--- src/aps_defs.svh ---
// Constants of the auto parameter set sequencer
// How it works
// - While running, step through stored sets in ascending index order on triggers.
// - Each set is applied to exactly its use count of consecutive triggered frames.
// - On a trigger, reuse the set while uses remain, otherwise advance.
// - After the highest set finishes its count, the next trigger restarts at set 0.
// - The cycle holds sets zero to total minus one; total is at most 64.
// - Switching on copies set 0 into the active parameter set at once.
// - The first trigger after switch-on uses set 0 as its first use.
// - Switched off mid-frame: finish that frame, then stop cycling.
// - After switch-off, active values return to those held before switch-on.
// - Set selection indices 0 to 63 choose the store target.
// - Per-set use count accepted from 1 to 256 inclusive.
// - Store copies active values and use count into the selected set, overwriting.
// - A never-stored set within the total acts as default values.
// - Current set changes only with frame triggers, besides explicit commands.
// - Stored sets are volatile and are lost at reset.
`ifndef APS_DEFS_SVH
`define APS_DEFS_SVH

`define APS_PARAM_W       32
`define APS_IDX_W         6
`define APS_NSETS         64
`define APS_TOT_W         7
`define APS_CNT_W         9
`define APS_CM1_W         8
`define APS_MODE_W        2
`define APS_MODE_AUTO     2'h0
`define APS_TOTAL_MAX     7'h40
`define APS_TOTAL_MIN     7'h01
`define APS_TOT_ONE       7'h01
`define APS_USE_MAX       9'h100
`define APS_USE_MIN       9'h001
`define APS_USE_ONE       9'h001
`define APS_USE_ZERO      9'h000
`define APS_IDX_ZERO      6'h00
`define APS_IDX_ONE       6'h01
`define APS_DEF_PARAMS    32'h0000_0000
`define APS_DEF_CM1       8'h00

`endif

--- src/aps_pkg.sv ---
// Types of the auto parameter set sequencer
`include "aps_defs.svh"
package aps_pkg;

	typedef struct packed {
		logic [`APS_CM1_W-1:0]   count_m1;
		logic [`APS_PARAM_W-1:0] params;
	} aps_set_t;

	typedef enum logic [2:0] {
		APS_IDLE  = 3'b001,
		APS_RUN   = 3'b010,
		APS_DRAIN = 3'b100
	} aps_state_t;

endpackage : aps_pkg

--- src/aps_sequencer.sv ---
// Auto advance sequencer for stored parameter sets
`timescale 1ns/1ns
`include "aps_defs.svh"
module aps_sequencer (
	input  wire logic                    CORE_CLK_I,
	input  wire logic                    RST_B_I,
	input  wire logic                    SEQUENCER_ON_I,
	input  wire logic [`APS_MODE_W-1:0]  ADVANCE_MODE_SELECT_I,
	input  wire logic [`APS_TOT_W-1:0]   CYCLE_SET_TOTAL_I,
	input  wire logic [`APS_IDX_W-1:0]   SET_SELECT_INDEX_I,
	input  wire logic [`APS_CNT_W-1:0]   SET_USE_COUNT_I,
	input  wire logic                    STORE_ACTIVE_TO_SET_CMD_I,
	input  wire logic [`APS_PARAM_W-1:0] ACTIVE_PARAMS_I,
	input  wire logic                    FRAME_START_I,
	input  wire logic                    FRAME_BUSY_I,
	output logic      [`APS_PARAM_W-1:0] ACTIVE_PARAMS_O,
	output logic      [`APS_IDX_W-1:0]   CURRENT_SET_O,
	output logic      [`APS_CNT_W-1:0]   USES_DONE_O,
	output logic                         RUNNING_O
);

	logic                    rst_meta_q;
	logic                    rst_n_q;
	aps_pkg::aps_state_t     state_q;
	logic                    running_q;
	logic [`APS_IDX_W-1:0]   cur_q;
	logic [`APS_CNT_W-1:0]   uses_q;
	logic [`APS_TOT_W-1:0]   total_q;
	logic [`APS_PARAM_W-1:0] active_q;
	logic [`APS_PARAM_W-1:0] saved_q;
	aps_pkg::aps_set_t       wr_data;
	aps_pkg::aps_set_t       cur_set;
	aps_pkg::aps_set_t       load_set;
	logic [`APS_IDX_W-1:0]   nxt_idx;
	logic [`APS_IDX_W-1:0]   load_idx;
	logic [`APS_CNT_W-1:0]   cur_count;
	logic                    start;
	logic                    trig;
	logic                    reuse;
	logic                    advance;
	logic                    stop_now;
	logic                    to_drain;
	logic                    finish;

	// Clamp the use count into 1..256 and encode it as count minus one
	function automatic logic [`APS_CM1_W-1:0] enc_count(input logic [`APS_CNT_W-1:0] c);
		logic [`APS_CNT_W-1:0] k;
		k = c;
		if (k < `APS_USE_MIN) begin
			k = `APS_USE_MIN;
		end else if (k > `APS_USE_MAX) begin
			k = `APS_USE_MAX;
		end
		return k[`APS_CM1_W-1:0] - `APS_DEF_CM1 - 8'h01;
	endfunction : enc_count

	function automatic logic [`APS_CNT_W-1:0] dec_count(input logic [`APS_CM1_W-1:0] m);
		return {1'b0, m} + `APS_USE_ONE;
	endfunction : dec_count

	// Clamp the cycle total into 1..64
	function automatic logic [`APS_TOT_W-1:0] clamp_total(input logic [`APS_TOT_W-1:0] t);
		logic [`APS_TOT_W-1:0] k;
		k = t;
		if (k < `APS_TOTAL_MIN) begin
			k = `APS_TOTAL_MIN;
		end else if (k > `APS_TOTAL_MAX) begin
			k = `APS_TOTAL_MAX;
		end
		return k;
	endfunction : clamp_total

	// Reset release through two flip-flops
	always_ff @(posedge CORE_CLK_I or negedge RST_B_I) begin
		if (!RST_B_I) begin
			rst_meta_q <= 1'b0;
			rst_n_q    <= 1'b0;
		end else begin
			rst_meta_q <= 1'b1;
			rst_n_q    <= rst_meta_q;
		end
	end

	// Store path: index is six bits wide so 0..63 all reach a set
	always_comb begin
		wr_data.count_m1 = enc_count(SET_USE_COUNT_I);
		wr_data.params   = ACTIVE_PARAMS_I;
	end

	aps_set_mem u_mem (
		.clk_i      (CORE_CLK_I),
		.rst_n_i    (rst_n_q),
		.wr_en_i    (STORE_ACTIVE_TO_SET_CMD_I),
		.wr_idx_i   (SET_SELECT_INDEX_I),
		.wr_data_i  (wr_data),
		.rd_a_idx_i (cur_q),
		.rd_a_o     (cur_set),
		.rd_b_idx_i (load_idx),
		.rd_b_o     (load_set)
	);

	// Sequencing decisions
	always_comb begin
		nxt_idx   = cur_q + `APS_IDX_ONE;
		if ({1'b0, cur_q} + `APS_TOT_ONE >= total_q) begin
			nxt_idx = `APS_IDX_ZERO;
		end
		load_idx  = (state_q == aps_pkg::APS_RUN) ? nxt_idx : `APS_IDX_ZERO;
		cur_count = dec_count(cur_set.count_m1);
		start     = (state_q == aps_pkg::APS_IDLE) && SEQUENCER_ON_I &&
			(ADVANCE_MODE_SELECT_I == `APS_MODE_AUTO);
		stop_now  = (state_q == aps_pkg::APS_RUN) && !SEQUENCER_ON_I;
		to_drain  = stop_now && FRAME_BUSY_I;
		finish    = (stop_now && !FRAME_BUSY_I) ||
			((state_q == aps_pkg::APS_DRAIN) && !FRAME_BUSY_I);
		trig      = (state_q == aps_pkg::APS_RUN) && SEQUENCER_ON_I && FRAME_START_I;
		reuse     = trig && (uses_q < cur_count);
		advance   = trig && !(uses_q < cur_count);
	end

	// Mode state
	always_ff @(posedge CORE_CLK_I or negedge rst_n_q) begin
		if (!rst_n_q) begin
			state_q   <= aps_pkg::APS_IDLE;
			running_q <= 1'b0;
		end else begin
			unique case (state_q)
				aps_pkg::APS_IDLE: begin
					if (start) begin
						state_q   <= aps_pkg::APS_RUN;
						running_q <= 1'b1;
					end
				end
				aps_pkg::APS_RUN: begin
					if (to_drain) begin
						state_q <= aps_pkg::APS_DRAIN;
					end else if (finish) begin
						state_q   <= aps_pkg::APS_IDLE;
						running_q <= 1'b0;
					end
				end
				aps_pkg::APS_DRAIN: begin
					if (finish) begin
						state_q   <= aps_pkg::APS_IDLE;
						running_q <= 1'b0;
					end
				end
				default: begin
					state_q   <= aps_pkg::APS_IDLE;
					running_q <= 1'b0;
				end
			endcase
		end
	end

	// Cycle total is latched at switch-on
	always_ff @(posedge CORE_CLK_I or negedge rst_n_q) begin
		if (!rst_n_q) begin
			total_q <= `APS_TOTAL_MIN;
		end else if (start) begin
			total_q <= clamp_total(CYCLE_SET_TOTAL_I);
		end
	end

	// Current set and use counter
	always_ff @(posedge CORE_CLK_I or negedge rst_n_q) begin
		if (!rst_n_q) begin
			cur_q  <= `APS_IDX_ZERO;
			uses_q <= `APS_USE_ZERO;
		end else if (start) begin
			cur_q  <= `APS_IDX_ZERO;
			uses_q <= `APS_USE_ZERO;
		end else if (reuse) begin
			uses_q <= uses_q + `APS_USE_ONE;
		end else if (advance) begin
			cur_q  <= nxt_idx;
			uses_q <= `APS_USE_ONE;
		end
	end

	// Values in force before switch-on are kept for restoring
	always_ff @(posedge CORE_CLK_I or negedge rst_n_q) begin
		if (!rst_n_q) begin
			saved_q <= `APS_DEF_PARAMS;
		end else if (start) begin
			saved_q <= ACTIVE_PARAMS_I;
		end
	end

	// Active parameter set seen by the acquisition logic
	always_ff @(posedge CORE_CLK_I or negedge rst_n_q) begin
		if (!rst_n_q) begin
			active_q <= `APS_DEF_PARAMS;
		end else if (start) begin
			active_q <= load_set.params;
		end else if (advance) begin
			active_q <= load_set.params;
		end else if (finish) begin
			active_q <= saved_q;
		end else if (state_q == aps_pkg::APS_IDLE) begin
			active_q <= ACTIVE_PARAMS_I;
		end
	end

	assign ACTIVE_PARAMS_O = active_q;
	assign CURRENT_SET_O   = cur_q;
	assign USES_DONE_O     = uses_q;
	assign RUNNING_O       = running_q;
endmodule : aps_sequencer

--- src/aps_set_mem.sv ---
// Stored parameter sets with two read ports and default fill
`timescale 1ns/1ns
`include "aps_defs.svh"
module aps_set_mem (
	input  wire logic                  clk_i,
	input  wire logic                  rst_n_i,
	input  wire logic                  wr_en_i,
	input  wire logic [`APS_IDX_W-1:0] wr_idx_i,
	input  wire aps_pkg::aps_set_t     wr_data_i,
	input  wire logic [`APS_IDX_W-1:0] rd_a_idx_i,
	output aps_pkg::aps_set_t          rd_a_o,
	input  wire logic [`APS_IDX_W-1:0] rd_b_idx_i,
	output aps_pkg::aps_set_t          rd_b_o
);

	aps_pkg::aps_set_t        mem [`APS_NSETS];
	logic [`APS_NSETS-1:0]    valid_q;

	function automatic aps_pkg::aps_set_t read_set(input logic [`APS_IDX_W-1:0] idx,
		input logic [`APS_NSETS-1:0] vld, input aps_pkg::aps_set_t word);
		aps_pkg::aps_set_t r;
		r.count_m1 = `APS_DEF_CM1;
		r.params   = `APS_DEF_PARAMS;
		if (vld[idx]) begin
			r = word;
		end
		return r;
	endfunction : read_set

	// Contents are volatile: reset forgets every set
	always_ff @(posedge clk_i or negedge rst_n_i) begin
		if (!rst_n_i) begin
			valid_q <= '0;
		end else if (wr_en_i) begin
			valid_q[wr_idx_i] <= 1'b1;
		end
	end

	always_ff @(posedge clk_i) begin
		if (wr_en_i) begin
			mem[wr_idx_i] <= wr_data_i;
		end
	end

	assign rd_a_o = read_set(rd_a_idx_i, valid_q, mem[rd_a_idx_i]);
	assign rd_b_o = read_set(rd_b_idx_i, valid_q, mem[rd_b_idx_i]);

endmodule : aps_set_mem

--- config.mk ---
export PLATFORM = sky130hd
export DESIGN_NAME = aps_sequencer
export DESIGN_NICKNAME = d
export VERILOG_FILES = /design/src/aps_pkg.sv /design/src/aps_sequencer.sv /design/src/aps_set_mem.sv
export VERILOG_INCLUDE_DIRS = /design/src
export SDC_FILE = /design/constraint.sdc
export NUM_CORES = 2
export LEC_CHECK = 0
export BUFFER_PORTS_ARGS = -buffer_cell sky130_fd_sc_hd__buf_2
export CAP_MARGIN = 15
export CORE_ASPECT_RATIO = 0.5
export CORE_MARGIN = 2
export CORE_UTILIZATION = 40
export DETAILED_ROUTE_END_ITERATION = 7
export RECOVER_POWER = 100
export SKIP_LAST_GASP = 1
export SYNTH_ARGS = -nofsm -noshare
export SYNTH_HDL_FRONTEND = slang
export SYNTH_SLANG_ARGS = --single-unit
--- constraint.sdc ---
create_clock -name CORE_CLK_I -period 14.2 [get_ports CORE_CLK_I]
set_input_delay 0.71 -clock CORE_CLK_I [delete_from_list [all_inputs] [get_ports CORE_CLK_I]]
set_output_delay 0.71 -clock CORE_CLK_I [all_outputs]
set_load 0.02 [all_outputs]
==> results.json <==
{
  "finalCritPeriodShare_pct": 78.2,
  "crit_type": "register to register",
  "holdCritPathClass": "input pin to register",
  "synthesis.nets": 7136,
  "worstHoldStart": "CYCLE_SET_TOTAL_I[6]",
  "p_int_uw": 12700,
  "clkLatencyLatePin_ns": 0.88,
  "cts_tree": "yes",
  "synth-edff-count": 2560,
  "met3_usage_pct": 4.97,
  "io_pins": 110,
  "layout_common_cells": "edfxtp_1 (2560), nand2_1 (1274), a221oi_1 (493)",
  "synth_cells": 7055,
  "wl_mm": 335,
  "worst_pin_slew_ns": 5.17,
  "mostFrequentLayoutCell": "edfxtp_1",
  "synth_seq_cells": 2716,
  "cts_root_buf": "clkbuf_16",
  "grt_first_pass_wirelength_mm": 470,
  "power.total_uw": 16200,
  "p_seq_share_pct": 55.5,
  "grt-ovfl-total": 0,
  "area_growth_pct": 10.9,
  "setup_viol": 0,
  "clkTransAtPathRegs_ns": 0.07,
  "tns_ns": 0,
  "grt_usage_pct": 23.8,
  "drt-wirelength-per-cell_um": 30.7,
  "grt_pass1_vias": 62400,
  "rows": 134,
  "cts_resized": 0,
  "synth_ff_type": "edfxtp_1",
  "drt_iter0_markers": 10100,
  "via_count": 66600,
  "drv_slew": 5775,
  "startpoint": "CURRENT_SET_O[0]",
  "dp_hpwl_mm": 173,
  "numCtsBuffers": 247,
  "syn_area_per_cell_um2": 15.2,
  "max-cap-violations": 166,
  "synth_cell_types": 84,
  "dieArea_um2": 273000,
  "crit_path_end_kind": "register",
  "initial_core_util_pct": 40.2,
  "cts_buffer_depth": 4,
  "htreeDepth": 4,
  "grt_use_met1_pct": 34.4,
  "postCtsHoldBufs": 1,
  "cp.arrival_ns": 11.89,
  "grt_start_max_net_pins": 215,
  "async_flop_share_pct": 5.74,
  "die_w_um": 737,
  "ir_drop_mv": 0.100,
  "ff2ff_setup_slack_ns": 3.10,
  "fp.dieH_um": 370,
  "nFillCells": 23500,
  "placedCellCount": 10400,
  "drc_errors": 0,
  "rr_worst_depth": 22,
  "period_minus_slack_ns": 11.10,
  "yosys_warnings": 0,
  "finalNetCount": 7173,
  "reg2reg_from": "CURRENT_SET_O[0]",
  "holdPathEnd": "total_q[0]",
  "post_cts_buffers": 0,
  "swShare_pct": 21.8,
  "antenna_found_initial": 26,
  "switchingPower_uw": 3540,
  "hold_viol": 0,
  "timing.fmax_mhz": 90.1,
  "vias_per_cell": 6.11,
  "gp_congestion": 0.825,
  "power_density_nw_per_um2": 136,
  "cellLeakagePower_uw": 0.0387,
  "synth_area_um2": 107000,
  "status": "complete, but fails checks",
  "coreArea_um2": 267000,
  "min_path_cells": 2,
  "fin_skew_ns": 0.0612,
  "drive_above_1_share_pct": 9.19,
  "dr.pass1.iters": 5,
  "rsz0062_at_grt": "no",
  "drtAntennaViolNets": 0,
  "p_clk_share_pct": 40.1,
  "port_buffers": 109,
  "critPathMaxFanout": 43,
  "final_cell_count_no_fill": 10900,
  "clkSinkCount": 2716,
  "worst_slew_margin_rel_pct": -245,
  "power_frac_comb_pct": 4.4,
  "met2_usage_pct": 35.6,
  "ys_seq_area_share_pct": 75.2,
  "worstPathRequired_ns": 14.99,
  "worstReg2RegEnd": "ACTIVE_PARAMS_O[23]",
  "startpoint_type": "register",
  "top_usage_layer": "met2",
  "violations": "max-capacitance violations, max-slew violations"
}
[cell usage after synthesis (9+ instances only)]
cell type  instances  share of area [%]
o221ai_1          75               0.61
inv_1             19              0.066
buf_6             19               0.20
nor4_1            34               0.20
nor2_1           118               0.41
nand3_1          332                1.5
nor3_1           134               0.62
clkbuf_1         277               0.97
or2_2             64               0.37
a22oi_1           21               0.15
dfrtp_1          154                3.6
mux4_1            18               0.44
nand4_1           10              0.058
a221o_1            9              0.084
a21oi_1          133               0.62
buf_1             62               0.22
mux2i_1          209                1.9
a31oi_1          158               0.92
a32oi_1           41               0.33
nand2b_1          18               0.10
nand2_1         1278                4.5
and3_1           115               0.67
mux4_2            76                1.6
nand3b_1          10              0.070
buf_2            134               0.62
o22ai_1           25               0.15
o211ai_1          35               0.24
o31a_1            36               0.29
ha_1              19               0.22
edfxtp_1        2560                 72
a221oi_1         493                4.0
or4_1             38               0.27
buf_4             11              0.077
or3_1             36               0.21
nor2b_1           16              0.093
a211oi_1          75               0.52
o21ai_0           74               0.34
[critical path, stage by stage (launching register included)]
cell	delay (ns)
dfrtp_4	0.81
clkbuf_1	1.91
buf_4	0.88
buf_4	0.72
mux4_2	0.59
o22ai_1	0.17
a21oi_1	0.10
mux4_2	0.62
and2_1	0.20
ha_1	0.18
inv_1	0.12
xnor2_1	0.14
ha_1	0.26
a21oi_1	0.17
nor2b_1	0.06
o21ai_0	0.17
nand2b_1	0.08
a211oi_1	0.26
o21ai_0	0.22
o21ai_0	1.24
and3_1	1.66
nand2_1	0.20
o221ai_1	0.15
[power groups by stage]
| stage | registers (uW) | clock network (uW) | logic, uW |
|---|---|---|---|
| 3_5_place_dp | 9140 | 0 | 723 |
| 5_1_grt | 9000 | 6880 | 764 |
| 4_1_cts | 8970 | 6560 | 724 |
| 3_3_place_gp | 9130 | 0 | 710 |
| 2_1_floorplan | 9130 | 0 | 392 |
| 6_report | 8990 | 6510 | 715 |
[stage by stage]
stage               worst slack, ns  area (um2)  hold slack (ns)  utilization [%]
floorplan                      8.14      107000            0.331                -
global placement               5.74      112000            0.336             42.1
detailed placement             5.78      112000            0.347             42.1
CTS                            5.78      120000           0.0530             45.0
global route                   2.68      119000           0.0794             44.6
finish                         3.10      119000            0.105             44.6
[cell type report]
type	count	area [um2]	area share [%]
Tap cell	3604	4510	3.79
Sequential cell	2716	80800	67.8
Antenna cell	5	12.5	0.0105
Clock inverter	114	903	0.758
Multi-Input combinational cell	3807	24400	20.5
Inverter	20	75.1	0.0630
Timing Repair Buffer	300	1640	1.38
Clock buffer	337	6800	5.70
[state kept, by name, summed over array words and instances (netlist names)]
name / count
CURRENT_SET_O: 6
total_q: 7
USES_DONE_O: 9
RUNNING_O: 1
rst_meta_q: 1
u_mem.valid_q: 64
ACTIVE_PARAMS_O: 32
rst_n_q: 1
state_q: 3
u_mem.mem: 2560
saved_q: 32
[logic make-up after synthesis]
kind of cell / share of synthesized area [%]
AND/OR/NAND/NOR: 9.27
other: 0.00349
AO/OA/AOI/OAI: 8.86
adder cells (fa/ha/maj): 0.221
XOR/XNOR: 0.0897
buffers and inverters: 2.29
flip-flops: 75.2
multiplexers: 4.07
[worst max path at each step]
| stage | depth (start not counted) | slack [ns] | to |
|---|---|---|---|
| 2_1_floorplan | 7 | 8.14 | u_mem.mem[0][38] |
| 3_3_place_gp | 22 | 5.74 | ACTIVE_PARAMS_O[20] |
| 3_5_place_dp | 22 | 5.78 | ACTIVE_PARAMS_O[19] |
| 4_1_cts | 22 | 5.78 | ACTIVE_PARAMS_O[19] |
| 5_1_grt | 22 | 2.68 | ACTIVE_PARAMS_O[12] |
| 6_report | 22 | 3.10 | ACTIVE_PARAMS_O[23] |
[metal layers]
metal,routed length [um],share of wire [%]
met2,146000,44
met3,37700,11
met4,15000,4.5
met1,136000,41
met5,133,0.040
Note: power is estimated with default switching activity, not from simulation.
